==> src/hdl/usbds_pkg.sv <==
// Purpose: shared constants and carrier types for the usb device state and dma block
// Assumes: 32-bit ahb-lite register bus, 20 MHz hclk
// Notes: register byte address is four times the register index
package usbds_pkg;
   // register indices (byte address = index * 4)
   localparam logic [9:0] IDX_EP_RESET = 10'h0E5;
   localparam logic [9:0] IDX_GLOBAL = 10'h0E6;
   localparam logic [9:0] IDX_FADDR = 10'h0E7;
   localparam logic [9:0] IDX_FN_LOW = 10'h0E8;
   localparam logic [9:0] IDX_FN_HIGH = 10'h0E9;
   localparam logic [9:0] IDX_DMA_CS = 10'h0EA;
   // field positions
   localparam int GS_ADDRESSED = 0;
   localparam int GS_CONFIGURED = 1;
   localparam int GS_WAKE_EN = 2;
   localparam int GS_RESUME_ON = 3;
   localparam int FN_ERR_POS = 11;
   localparam int FN_END_POS = 12;
   localparam int DMA_RUN_POS = 0;
   localparam int DMA_DIR_POS = 1;
   localparam int DMA_ERR_POS = 2;
   localparam int DMA_EPS_LSB = 4;
   // reset values
   localparam logic [7:0] RST_BYTE = 8'h00;
   localparam logic [13:0] RST_ADDR = 14'h0000;
   // timing
   localparam int CLK_HZ = 20000000;
   localparam int RESUME_TIME_MS = 13;
   localparam int RESUME_CYCLES = RESUME_TIME_MS * (CLK_HZ / 1000);
   localparam int EP_RST_CYCLES = 4;
   // dma window and endpoint sizes
   localparam logic [14:0] DMA_RAM_LO = 15'h0100;
   localparam logic [14:0] DMA_RAM_HI = 15'h10FF;
   localparam logic [7:0] EP0_SIZE = 8'h40;
   localparam logic [7:0] EP_BULK_SIZE = 8'h80;
   localparam logic [7:0] EP_SMALL_SIZE = 8'h08;
   localparam logic [2:0] EP_LAST_DMA = 3'h4;

   typedef enum logic [1:0] {
      DMA_IDLE = 2'b00,
      DMA_XFER = 2'b01
   } usbds_dma_state_type;

   // start-of-frame events from the serial engine
   typedef struct packed {
      logic start;
      logic eop;
      logic crc_ok;
      logic [10:0] num;
   } usbds_sof_type;

   // one byte-wide memory request
   typedef struct packed {
      logic re;
      logic we;
      logic [13:0] addr;
      logic [7:0] wdata;
   } usbds_mem_type;
endpackage

==> src/hdl/usbds_core.sv <==
// Purpose: usb device global state, frame number capture and ram/dpram byte dma
// Assumes: ahb-lite slave, zero wait states, single 32-bit transfers
// Notes: the processor is held by cpu_stall for the whole dma operation
//
// Our own choice: the AHB-Lite register port.
`timescale 1ns/1ps
`default_nettype none
// Notes on behaviour
// - eight endpoint reset bits, bit n resets endpoint n, hardware clears.
// - endpoint reset rewinds buffer pointers and zeroes the data toggle.
// - resume-active flag stands while resume is driven, about 13 ms.
// - remote wake-up needs the enable bit, global state bit 2.
// - configured flag bit 1 cleared by bus reset, otherwise software-owned.
// - bus reset clears function address and addressed flag.
// - frame-end bit 12 set at sof end of packet, cleared at next sof.
// - frame-number error bit 11 follows corruption of last frame number.
// - hardware captures 11-bit frame number, read while frame-end set.
// - dma copies bytes between system ram and endpoint dual-port buffer.
// - usb registers are unreachable while the usb module is disabled.
// - a dma of n bytes finishes within n+1 clock cycles.
// - dma stalls the processor until the transfer ends.
// - the usb function interface logic moves the bytes, not the processor.
// - dma register: endpoint 6..4, error 2, direction 1, run 0.
// - software sets run to launch, hardware clears it at completion.
// - direction 0 endpoint to ram, direction 1 ram to endpoint.
// - endpoint select picks endpoint 0 to 4 for the next dma; 5 to 7 fail at launch.
// - bad address or count at launch sets error and raises interrupt.
module usbds_core #(
   parameter int RESUME_LEN = usbds_pkg::RESUME_CYCLES
) (
   // clock and reset
   input wire logic hclk,
   input wire logic hresetn,
   // ahb-lite slave
   input wire logic hsel,
   input wire logic [31:0] haddr,
   input wire logic [1:0] htrans,
   input wire logic hwrite,
   input wire logic [2:0] hsize,
   input wire logic [31:0] hwdata,
   input wire logic hready,
   output logic hreadyout,
   output logic hresp,
   output logic [31:0] hrdata,
   // usb module and serial engine
   input wire logic usb_enable,
   input wire logic bus_reset,
   input wire logic wakeup_req,
   input wire usbds_pkg::usbds_sof_type sof,
   output logic resume_drive,
   output logic [7:0] ep_ptr_reset,
   output logic [7:0] ep_toggle_clear,
   output logic [6:0] function_addr,
   // dma setup and processor hold
   input wire logic [13:0] dma_base_addr,
   input wire logic [6:0] dma_byte_count,
   output logic [13:0] dma_next_addr,
   output logic dma_addr_load,
   output logic cpu_stall,
   output logic dma_irq,
   // system ram port
   input wire logic [7:0] ram_rdata,
   output usbds_pkg::usbds_mem_type ram_req,
   // dual-port buffer port
   input wire logic [7:0] dp_rdata,
   output logic [2:0] dp_ep,
   output usbds_pkg::usbds_mem_type dp_req
);
   import usbds_pkg::*;

   logic wr_pend;
   logic [9:0] wr_idx;
   logic [7:0] wb;
   logic wr_rst, wr_gs, wr_fa, wr_dma;
   logic [7:0] rd_val;
   logic [9:0] a_idx;
   logic [7:0] ep_bits;
   logic [7:0] ep_strobe;
   logic remote_wakeup_enable, configured_flag, addressed_flag;
   logic resume_signalling_active;
   logic [18:0] resume_cnt;
   logic frame_end_seen, frame_num_error;
   logic [10:0] frame_num_value;
   logic [2:0] dma_endpoint_select;
   logic dma_error_flag, dma_direction, dma_run;
   usbds_dma_state_type state;
   logic [7:0] idx;
   logic [6:0] xfer_len;
   logic [13:0] xfer_base;
   logic launch, launch_bad;
   logic [7:0] ep_size;
   logic [14:0] dma_end;

   // ---------------- ahb-lite slave ----------------
   assign hreadyout = 1'b1;
   assign hresp = 1'b0;
   assign a_idx = haddr[11:2];

   always_comb begin
      case (a_idx)
         IDX_EP_RESET: rd_val = ep_bits;
         IDX_GLOBAL: rd_val = {4'h0, resume_signalling_active, remote_wakeup_enable,
            configured_flag, addressed_flag};
         IDX_FADDR: rd_val = {1'b0, function_addr};
         IDX_FN_LOW: rd_val = frame_num_value[7:0];
         IDX_FN_HIGH: rd_val = {3'h0, frame_end_seen, frame_num_error,
            frame_num_value[10:8]};
         IDX_DMA_CS: rd_val = {1'b0, dma_endpoint_select, 1'b0, dma_error_flag,
            dma_direction, dma_run};
         default: rd_val = 8'h00;
      endcase
   end

   // address phase captured; read data launched from a flop for the data phase
   always_ff @(posedge hclk or negedge hresetn) begin
      if (!hresetn) begin
         wr_pend <= 1'b0;
         wr_idx <= 10'h000;
         hrdata <= 32'h00000000;
      end else if (hready) begin
         wr_pend <= hsel && htrans[1] && hwrite && usb_enable;
         wr_idx <= a_idx;
         if (hsel && htrans[1] && !hwrite && usb_enable) begin
            hrdata <= {24'h000000, rd_val};
         end else begin
            hrdata <= 32'h00000000;
         end
      end
   end

   assign wb = hwdata[7:0];
   assign wr_rst = wr_pend && (wr_idx == IDX_EP_RESET);
   assign wr_gs = wr_pend && (wr_idx == IDX_GLOBAL);
   assign wr_fa = wr_pend && (wr_idx == IDX_FADDR);
   assign wr_dma = wr_pend && (wr_idx == IDX_DMA_CS);

   // ---------------- endpoint reset ----------------
   usbds_ep_reset u_ep_reset (
      .hclk(hclk),
      .hresetn(hresetn),
      .wr_en(wr_rst),
      .wr_data(wb),
      .reset_bits(ep_bits),
      .reset_strobe(ep_strobe)
   );
   assign ep_ptr_reset = ep_strobe;
   assign ep_toggle_clear = ep_strobe;

   // ---------------- global state and address ----------------
   always_ff @(posedge hclk or negedge hresetn) begin
      if (!hresetn) begin
         remote_wakeup_enable <= 1'b0;
         configured_flag <= 1'b0;
         addressed_flag <= 1'b0;
         function_addr <= 7'h00;
      end else begin
         if (wr_gs) begin
            remote_wakeup_enable <= wb[GS_WAKE_EN];
            configured_flag <= wb[GS_CONFIGURED];
            addressed_flag <= wb[GS_ADDRESSED];
         end
         if (wr_fa) begin
            function_addr <= wb[6:0];
         end
         // bus reset is a hardware clear and overrides a coincident write
         if (bus_reset) begin
            configured_flag <= 1'b0;
            addressed_flag <= 1'b0;
            function_addr <= 7'h00;
         end
      end
   end

   // ---------------- remote wake-up resume ----------------
   always_ff @(posedge hclk or negedge hresetn) begin
      if (!hresetn) begin
         resume_signalling_active <= 1'b0;
         resume_cnt <= 19'h00000;
      end else if (resume_signalling_active) begin
         if (resume_cnt == 19'(RESUME_LEN - 1)) begin
            resume_signalling_active <= 1'b0;
         end else begin
            resume_cnt <= resume_cnt + 19'h00001;
         end
      end else if (wakeup_req && remote_wakeup_enable) begin
         resume_signalling_active <= 1'b1;
         resume_cnt <= 19'h00000;
      end
   end
   assign resume_drive = resume_signalling_active;

   // ---------------- frame number ----------------
   always_ff @(posedge hclk or negedge hresetn) begin
      if (!hresetn) begin
         frame_end_seen <= 1'b0;
         frame_num_error <= 1'b0;
         frame_num_value <= 11'h000;
      end else begin
         // end of packet wins when it meets the next start in one cycle
         if (sof.eop) begin
            frame_end_seen <= 1'b1;
            frame_num_error <= !sof.crc_ok;
            if (sof.crc_ok) begin
               frame_num_value <= sof.num;
            end
         end else if (sof.start) begin
            frame_end_seen <= 1'b0;
         end
      end
   end

   // ---------------- dma ----------------
   always_comb begin
      case (dma_endpoint_select)
         3'h0: ep_size = EP0_SIZE;
         3'h1, 3'h2, 3'h3: ep_size = EP_BULK_SIZE;
         default: ep_size = EP_SMALL_SIZE;
      endcase
   end
   assign dma_end = {1'b0, dma_base_addr} + {8'h00, dma_byte_count} - 15'h0001;
   assign launch = wr_dma && wb[DMA_RUN_POS] && (state == DMA_IDLE);
   // window checked on the registers as they stand before the launch write
   assign launch_bad = (dma_byte_count == 7'h00) || (dma_endpoint_select > EP_LAST_DMA)
      || ({1'b0, dma_byte_count} > ep_size) || ({1'b0, dma_base_addr} < DMA_RAM_LO)
      || (dma_end > DMA_RAM_HI);

   always_ff @(posedge hclk or negedge hresetn) begin
      if (!hresetn) begin
         dma_endpoint_select <= 3'h0;
         dma_direction <= 1'b0;
         dma_error_flag <= 1'b0;
      end else if (wr_dma && state == DMA_IDLE) begin
         dma_endpoint_select <= wb[DMA_EPS_LSB +: 3];
         dma_direction <= wb[DMA_DIR_POS];
         if (launch) begin
            dma_error_flag <= launch_bad;
         end else begin
            dma_error_flag <= wb[DMA_ERR_POS];
         end
      end
   end

   always_ff @(posedge hclk or negedge hresetn) begin
      if (!hresetn) begin
         state <= DMA_IDLE;
         dma_run <= 1'b0;
         idx <= 8'h00;
         xfer_len <= 7'h00;
         xfer_base <= RST_ADDR;
         dma_next_addr <= RST_ADDR;
         dma_addr_load <= 1'b0;
      end else begin
         dma_addr_load <= 1'b0;
         case (state)
            DMA_IDLE: begin
               if (launch && !launch_bad) begin
                  state <= DMA_XFER;
                  dma_run <= 1'b1;
                  idx <= 8'h00;
                  xfer_len <= dma_byte_count;
                  xfer_base <= dma_base_addr;
               end
            end
            DMA_XFER: begin
               if (idx == {1'b0, xfer_len}) begin
                  state <= DMA_IDLE;
                  dma_run <= 1'b0;
                  dma_next_addr <= xfer_base + {7'h00, xfer_len};
                  dma_addr_load <= 1'b1;
               end else begin
                  idx <= idx + 8'h01;
               end
            end
            default: begin
               state <= DMA_IDLE;
               dma_run <= 1'b0;
            end
         endcase
      end
   end

   assign cpu_stall = dma_run;
   assign dma_irq = dma_error_flag;
   assign dp_ep = dma_endpoint_select;

   // byte i is read at step i and written at step i+1; reads have one cycle latency
   always_comb begin
      ram_req = '0;
      dp_req = '0;
      if (state == DMA_XFER) begin
         if (dma_direction) begin
            ram_req.re = idx < {1'b0, xfer_len};
            ram_req.addr = xfer_base + {6'h00, idx};
            dp_req.we = idx != 8'h00;
            dp_req.addr = {6'h00, idx - 8'h01};
            dp_req.wdata = ram_rdata;
         end else begin
            dp_req.re = idx < {1'b0, xfer_len};
            dp_req.addr = {6'h00, idx};
            ram_req.we = idx != 8'h00;
            ram_req.addr = xfer_base + {6'h00, idx} - 14'h0001;
            ram_req.wdata = dp_rdata;
         end
      end
   end

   // ---------------- checks ----------------
   logic [7:0] stall_cnt;
   always_ff @(posedge hclk or negedge hresetn) begin
      if (!hresetn) begin
         stall_cnt <= 8'h00;
      end else if (cpu_stall) begin
         stall_cnt <= stall_cnt + 8'h01;
      end else begin
         stall_cnt <= 8'h00;
      end
   end
endmodule
`default_nettype wire

==> src/hdl/usbds_ep_reset.sv <==
// Purpose: per-endpoint reset request bits that clear themselves when done
// Assumes: software write has priority over the hardware clear
// Notes: one strobe per endpoint when its reset completes
`timescale 1ns/1ps
`default_nettype none
module usbds_ep_reset
   import usbds_pkg::*;
(
   // clock and reset
   input wire logic hclk,
   input wire logic hresetn,
   // software access
   input wire logic wr_en,
   input wire logic [7:0] wr_data,
   // state and strobes
   output logic [7:0] reset_bits,
   output logic [7:0] reset_strobe
);
   genvar n;
   generate
      for (n = 0; n < 8; n = n + 1) begin : g_ep
         logic [2:0] cnt;
         always_ff @(posedge hclk or negedge hresetn) begin
            if (!hresetn) begin
               reset_bits[n] <= 1'b0;
               reset_strobe[n] <= 1'b0;
               cnt <= 3'h0;
            end else if (wr_en) begin
               // a write wins over completion so a fresh request is never lost
               reset_bits[n] <= wr_data[n];
               reset_strobe[n] <= 1'b0;
               cnt <= 3'h0;
            end else if (reset_bits[n]) begin
               if (cnt == 3'(EP_RST_CYCLES - 1)) begin
                  reset_bits[n] <= 1'b0;
                  reset_strobe[n] <= 1'b1;
               end else begin
                  cnt <= cnt + 3'h1;
               end
            end else begin
               reset_strobe[n] <= 1'b0;
            end
         end
      end
   endgenerate
endmodule
`default_nettype wire

==> config.mk <==
export PLATFORM = sky130hd
export DESIGN_NAME = usbds_core
export DESIGN_NICKNAME = d
export VERILOG_FILES = /design/src/hdl/usbds_pkg.sv /design/src/hdl/usbds_core.sv /design/src/hdl/usbds_ep_reset.sv
export SDC_FILE = /design/constraint.sdc
export NUM_CORES = 1
export LEC_CHECK = 0
export BUFFER_PORTS_ARGS = -buffer_cell sky130_fd_sc_hd__buf_2
export CAP_MARGIN = 20
export CORE_ASPECT_RATIO = 0.6
export CORE_MARGIN = 2
export CORE_UTILIZATION = 54
export DETAILED_ROUTE_END_ITERATION = 12
export HOLD_SLACK_MARGIN = 0.1
export PLACE_DENSITY = 0.77
export SYNTH_ARGS = -nofsm -noshare
export SYNTH_HDL_FRONTEND = slang
export SYNTH_HIERARCHICAL = 1
export SYNTH_SLANG_ARGS = --single-unit
==> constraint.sdc <==
create_clock -name hclk -period 4 [get_ports hclk]
set_input_delay 0.4 -clock hclk [delete_from_list [all_inputs] [get_ports hclk]]
set_output_delay 0.4 -clock hclk [all_outputs]
set_load 0.1 [all_outputs]
======== Word-level counts from Yosys, hierarchy flattened ========
Cells that the tools add are included.
cells by class
  add/sub/neg operators ................... 16
  $lt $le $gt $ge ......................... 5
  eq/ne operators ......................... 44
  mux-type cells .......................... 111
  reduce and logical (&&, ||, !) cells .... 53
operators by type and width
  cell                     count
  $eq A10 B8 Y1 const B    10
  $mux W3                  24
  $mux W1                  66
  $mux W19                 3
  $mux W24                 2
  $mux W8                  6
  $pmux W8 S6              1
  $pmux W8 S2              2
  $eq A3 B2 Y1 const B     10
  $reduce_and A2 Y1        13
  $reduce_bool A2 Y1       13
  $add A3 B1 Y3 const B    8
  $ne A3 B2 Y1 const B     8
  $add A19 B1 Y19 const B  1
  $eq A19 B18 Y1 const B   1
  $ne A2 B1 Y1 const B     9
  $add A14 B7 Y15          1
  $gt A15 B13 Y1 const B   1
  $sub A15 B1 Y15 const B  1
  $add A14 B7 Y14          1
  $add A14 B8 Y14          1
  $logic_and A1 B1 Y1      14
  $lt A14 B9 Y1 const B    1
  $mux W14                 1
  22 further kinds         31
word-level totals
  register bits after elaboration ......... 178
  bits of input ports ..................... 128
  output and inout bits ................... 126

======== Depth between registers and ports, before layout ========
Gate-level depths: netlist of run 1.
  depth after elaboration ................. 11
  mapped depth ............................ 14

======== Cells and area by module ========
Netlist of run 1, hierarchy kept.
by module, submodules not included
  module          instances  cells an instance  area an instance (um^2)  sequential area each (um^2)
  usbds_core      1          840                7861.3                   2802.7
  usbds_ep_reset  1          166                1998.2                   1001.0

======== Worst setup path before layout of run 1 ========
OpenSTA, ideal clock, no wires.
  path type ............................... flip-flop to output port
  from .................................... register idx[0]
  to ...................................... output port ram_req[20] (netlist bit)
  data arrival time ....................... 4.269 ns
  path slack .............................. -0.669 ns
  cell stages (with the launch flop) ...... 11
  path buffers ............................ 0
  path through ............................ dfrtp_1 ha_1 inv_1 fa_1 nand3b_1 a211oi_1 or2_2 o21ai_0 nor3_1 nor4_1 o21ai_0
RTL lines
  item                    line               text
  start, declared         usbds_core.sv:87   logic [7:0] idx;
  start signal, assigned  usbds_core.sv:271  idx <= idx + 8'h01;
  end, declared           usbds_core.sv:63   output usbds_pkg::usbds_mem_type ram_req,

==> results of run 1 <==
==> final cells by class <==
cell class	count	share of cell area, %
antenna	2	0.0435
sequential	152	33.0
inverter	80	2.61
timing repair buffer	187	9.44
tap	240	2.61
clock inverter	14	1.35
multi-input combinational	723	47.2
clock buffer	17	3.69
==> worst paths after layout <==
check | start | end
setup reg to reg | dp_ep[2] | xfer_base[2]
setup / recovery | xfer_base[0] | ram_req[18]
min in group asynchronous | hresetn | wr_pend
hold reg to reg | dma_next_addr[8] | dma_next_addr[8]
max in group asynchronous | hresetn | xfer_base[4]
hold / removal | hwdata[7] | u_ep_reset/reset_bits[7]
==> state kept, by name, summed over array words and instances, names as in the netlist, 3 cells and up <==
signal,cells
resume_cnt,19
hrdata,8
xfer_len,7
xfer_base,14
idx,8
dma_next_addr,14
wr_idx,10
dp_ep,3
u_ep_reset/reset_bits,8
frame_num_value,11
u_ep_reset/g_ep.cnt,24
function_addr,7
u_ep_reset/reset_strobe,8
==> routing by layer <==
| metal | GRT usage [%] | wire length (um) | vias to the layer above |
|---|---|---|---|
| met5 | 0 | 0 | - |
| met4 | 4.30 | 154 | 0 |
| met3 | 5.44 | 1850 | 11 |
| met2 | 36.5 | 10000 | 304 |
| met1 | 40.0 | 12400 | 3873 |
| li1 | - | - | 3768 |
==> repair_timing <==
action                                  CTS  global route
setup buffers                             0             2
endpoints found under the hold margin    18             0
hold buffers                              1             0
endpoints found under the setup margin    5             6
pin swaps                                 0             1
resized for setup                         2             7
==> power by group through the flow <==
stage / combinational (mW) / sequential [mW] / clock, mW
after floorplan: 0.507 / 1.70 / 0
after global placement: 0.645 / 1.70 / 0
after detailed placement: 0.660 / 1.70 / 0
after CTS: 0.664 / 1.67 / 1.61
after global routing: 0.719 / 1.68 / 1.69
final: 0.662 / 1.68 / 1.60
==> placed cells by master, fill, tap and decap left out, types with 17 or more instances in the layout <==
| cell type | n |
|---|---|
| clkbuf_16 | 17 |
| nor2b_1 | 22 |
| a21oi_1 | 19 |
| mux2_2 | 53 |
| dfrtp_1 | 151 |
| and2_1 | 21 |
| nand3_1 | 21 |
| xnor2_1 | 26 |
| ha_1 | 68 |
| inv_1 | 80 |
| mux2i_1 | 26 |
| xor2_1 | 31 |
| nor2_1 | 71 |
| o21ai_0 | 47 |
| buf_2 | 164 |
| nand2_1 | 61 |
| conb_1 | 32 |
==> cells by family after synthesis <==
group | count (synthesis)
AO/OA/AOI/OAI | 154
XOR/XNOR | 58
adder cells (fa/ha/maj) | 72
buffers and inverters | 161
flip-flops | 152
multiplexers | 87
other | 2
AND/OR/NAND/NOR | 320
==> through the flow <==
| step | util (%) | instance area (sq um) | TNS (ps) |
|---|---|---|---|
| floorplan | - | 9980 | -241 |
| global placement | 60.4 | 10900 | 0 |
| detailed placement | 60.4 | 10900 | 0 |
| CTS | 63.7 | 11500 | 0 |
| global route | 64.1 | 11500 | 0 |
| finish | 64.1 | 11500 | 0 |
==> metrics.yaml, run 1 <==
syn_to_final_growth_pct: 16.8
grt_max_degree: 95
postSynth.asyncResetShare_pct: 100
die_area_sq_um: 19400
r2r_cells: 8
pin_count: 254
clkTransAtPathRegs_ps: 70
yosys.area_share.simple_pct: 18.2
hold_slack_ps: 201
pwr-share-comb_pct: 16.8
h-tree-depth: 4
p_leak_nw: 5.76
ys_ff_latch: 152
synth.area.top_cells: "dfrtp_1, ha_1, mux2_2"
wl_per_cell_um: 17.3
final-seq-area_sq_um: 3800
tightest_slew_ps: 865
holdPathStages: 2
path_common_cell: "xnor2_1"
grt_overflow_total: 0
start_util_pct: 54.9
min_path_type: "in -> reg"
synthTopCellsByCount: "dfrtp_1, inv_1, nor2_1, ha_1, nand2_1"
cap_violations: 0
worstPathCellList: "ha_4 > inv_1 > fa_1 > nand3b_1 > a21oi_1 > nor2_1 > xnor2_1 > or4_4 > nor4_4 > xnor2_1 > and2_1 > buf_12"
worst_slack_ps: 137
synth_warnings: 6
drt_iter0_drc: 539
synth.avg_cell_area_sq_um: 9.80
dp_hpwl_um: 18700
seq_power_share_pct: 42.6
p_sw_share_pct: 32.0
cts_buffers: 17
max_stage_delay_ps: 500
die_x_um: 178
clock_skew_ps: 13.4
finalHoldViolCount: 0
fin_cells: 1415
slew_viol_final: 0
yosysUniqueCellTypes: 68
pre_cts_ws_ps: 314
drive_gt1_share_pct: 25.7
synth_top_family_by_area: "simple AND/OR/NAND/NOR gates"
vias_per_cell: 5.62
crit_buf_inv: 2
cts_tree: "built"
synthMuxAreaShare_pct: 10.1
place_inst: 1379
synth_edf_count: 0
start_kind: "flop"
clockBufferDepth: 2
max_slew_margin_pct: 42.3
end_kind: "primary output"
internal-power_mw: 2.68
setup_viol: 0
fin_crit_ps: 3860
grt_pass1_wl_um: 38300
synthCells: 1006
synth.most_common_cell: "dfrtp_1"
p_total_mw: 3.94
criticalPathCategory: "reg -> out"
firstDrtPassIters: 6
timing.fmax_mhz: 259
slowest_stage: "or4_4"
rsz0062_at_grt: "no"
clk_latency_ps: 420
drt_wl_total_um: 24500
grt_pass1_vias: 7210
finalCritPeriodShare_pct: 96.6
drtAntennaViolNets: 0
track_usage_pct: 25.5
synth_compound_area_share_pct: 10.4
drc: 0
gp_congestion: 0.881
crit_family: "simple AND/OR/NAND/NOR gates"
cp.depth: 12
fillCellCount: 1485
netlist_area_sq_um: 9860
p_switching_mw: 1.26
die_h_um: 109
reg2reg_slack_ps: 1030
cp.arrival_ps: 3460
synthXorXnorAreaFrac_pct: 5.15
crit_required_ps: 3600
rows: 38
vias: 7956
multi_input_area_sq_um: 5440
netlist.area_leader.share_pct: 38.6
run_status: "completed"
synthFlopType: "dfrtp_1"
ir_drop_v: 0.000237
coreArea_sq_um: 18000
antenna_found_initial: 0
critPathMaxFanout: 7
cts_sinks: 152
post-synth-top-area-cell: "dfrtp_1"
p_clk_share_pct: 40.6
port_buffers: 171
synthAdderAreaFrac_pct: 9.37
yosysSeqAreaShare_pct: 38.6
powerDensity_nw_per_um2: 342
nets: 1361
cts_root_buffer: "clkbuf_16"
No activity file was read; power rests on OpenSTA's default activity.
==> run 2: changes to the inputs <==
- PLACE_DENSITY: 0.77 -> 0.8
==> metrics.yaml, run 2 (synthesis results as in run 1) <==
vias: 7976
cts_tree: "built"
die_area_sq_um: 19400
clkTransAtPathRegs_ps: 70
drc: 0
cap_violations: 0
drtAntennaViolNets: 0
tns_ps: 0
fillCellCount: 1492
seq_power_share_pct: 41.7
clk_latency_ps: 430
cp.arrival_ps: 3490
finalCritPeriodShare_pct: 97.2
antenna_found_initial: 3
cts_root_buffer: "clkbuf_16"
p_switching_mw: 1.27
grt_overflow_total: 0
drive_gt1_share_pct: 25.8
pre_cts_ws_ps: 320
criticalPathCategory: "reg -> out"
run_status: "completed"
internal-power_mw: 2.75
p_clk_share_pct: 42.0
clock_skew_ps: 15.7
grt_max_degree: 81
grt_pass1_vias: 7233
p_sw_share_pct: 31.7
critPathMaxFanout: 3
powerDensity_nw_per_um2: 348
place_inst: 1377
cts_sinks: 152
largest_reg_flops: 24
firstDrtPassIters: 5
pin_count: 254
rows: 38
drt_iter0_drc: 603
regMostFlops: "u_ep_reset/g_ep.cnt"
pwr-share-comb_pct: 16.3
end_kind: "primary output"
drt_wl_total_um: 24600
reg_top3: "u_ep_reset/g_ep.cnt (24), resume_cnt (19)"
nets: 1360
coreArea_sq_um: 18000
ir_drop_v: 0.000263
p_leak_nw: 5.78
grt_pass1_wl_um: 38100
finalHoldViolCount: 0
port_buffers: 171
h-tree-depth: 4
start_kind: "flop"
crit_required_ps: 3600
fin_crit_ps: 3890
track_usage_pct: 25.5
tightest_slew_ps: 808
dp_hpwl_um: 18500
wl_per_cell_um: 17.4
vias_per_cell: 5.64
setup_viol: 0
gp_congestion: 0.889
p_total_mw: 4.02
clockBufferDepth: 2
die_x_um: 178
final_core_util_pct: 64.3
max_slew_margin_pct: 45.6
slew_viol_final: 0
cts_buffers: 17
mostFrequentLayoutCells: "buf_2, dfrtp_1, inv_1, nor2_1, ha_1"
fin_cells: 1415
min_path_type: "in -> reg"
final_common_cell: "buf_2"
timing.fmax_mhz: 257
start_util_pct: 54.9
worst_slack_ps: 114
syn_to_final_growth_pct: 17.1
die_h_um: 109
-- run 2: layout make-up --
class	instances	area, sq um	area share (%)
clock inverters	14	178	1.54
diodes	2	5.00	0.0433
multi-input cells	723	5440	47.1
flip-flops and latches	152	3810	33.0
repair buffers	186	1090	9.46
clock buffers	18	429	3.72
well taps	240	300	2.60
inverters	80	300	2.60
-- run 2: through the flow --
stage	cell area, sq um	hold slack [ps]
final	11500	206
after CTS	11500	199
after global routing	11500	202
after global placement	10900	461
after floorplan	9980	104
after detailed placement	10900	469
-- run 2: power groups by stage --
stage          logic (mW)  clock network, mW  registers (mW)
2_1_floorplan       0.507                  0            1.70
3_3_place_gp        0.642                  0            1.70
3_5_place_dp        0.658                  0            1.70
4_1_cts             0.659               1.70            1.67
5_1_grt             0.715               1.77            1.68
6_report            0.657               1.69            1.68
-- run 2: final timing paths --
kind                                   start                 end  slack (ps)  depth (start not counted)
hold reg to reg            dma_next_addr[12]   dma_next_addr[12]         480                          2
max in group asynchronous            hresetn  frame_num_value[1]        2550                          3
min in group asynchronous            hresetn           hrdata[2]         590                          2
hold / removal                        sof[4]  frame_num_value[4]         210                          2
setup reg to reg                    dp_ep[2]        xfer_base[0]        1010                          8
setup / recovery                xfer_base[0]         ram_req[21]         110                         12
-- run 2: critical path, stage by stage, from the launching register on --
cell,delay (ps)
dfrtp_1,410
ha_2,240
inv_1,70
fa_1,420
nand3b_1,220
a211oi_2,300
o31ai_1,130
xor2_1,280
nand3_1,130
nor4_2,340
xnor2_1,150
and2_1,200
buf_12,190
-- run 2: layer usage --
metal | wire length (um) | GRT usage (%) | up-vias
met3 | 2000 | 3.97 | 18
li1 | - | - | 3764
met2 | 10100 | 36.5 | 333
met4 | 204 | 5.92 | 2
met5 | 13 | 0 | -
met1 | 12300 | 40.4 | 3859
-- run 2: repair_timing --
item	4_1_cts	5_1_grt
gates resized for setup	2	10
endpoints found under the setup margin	6	6
cloned	0	0
hold buffers	1	0
hold endpoints to repair	79	0
buffers inserted	0	3
pin swaps	0	2
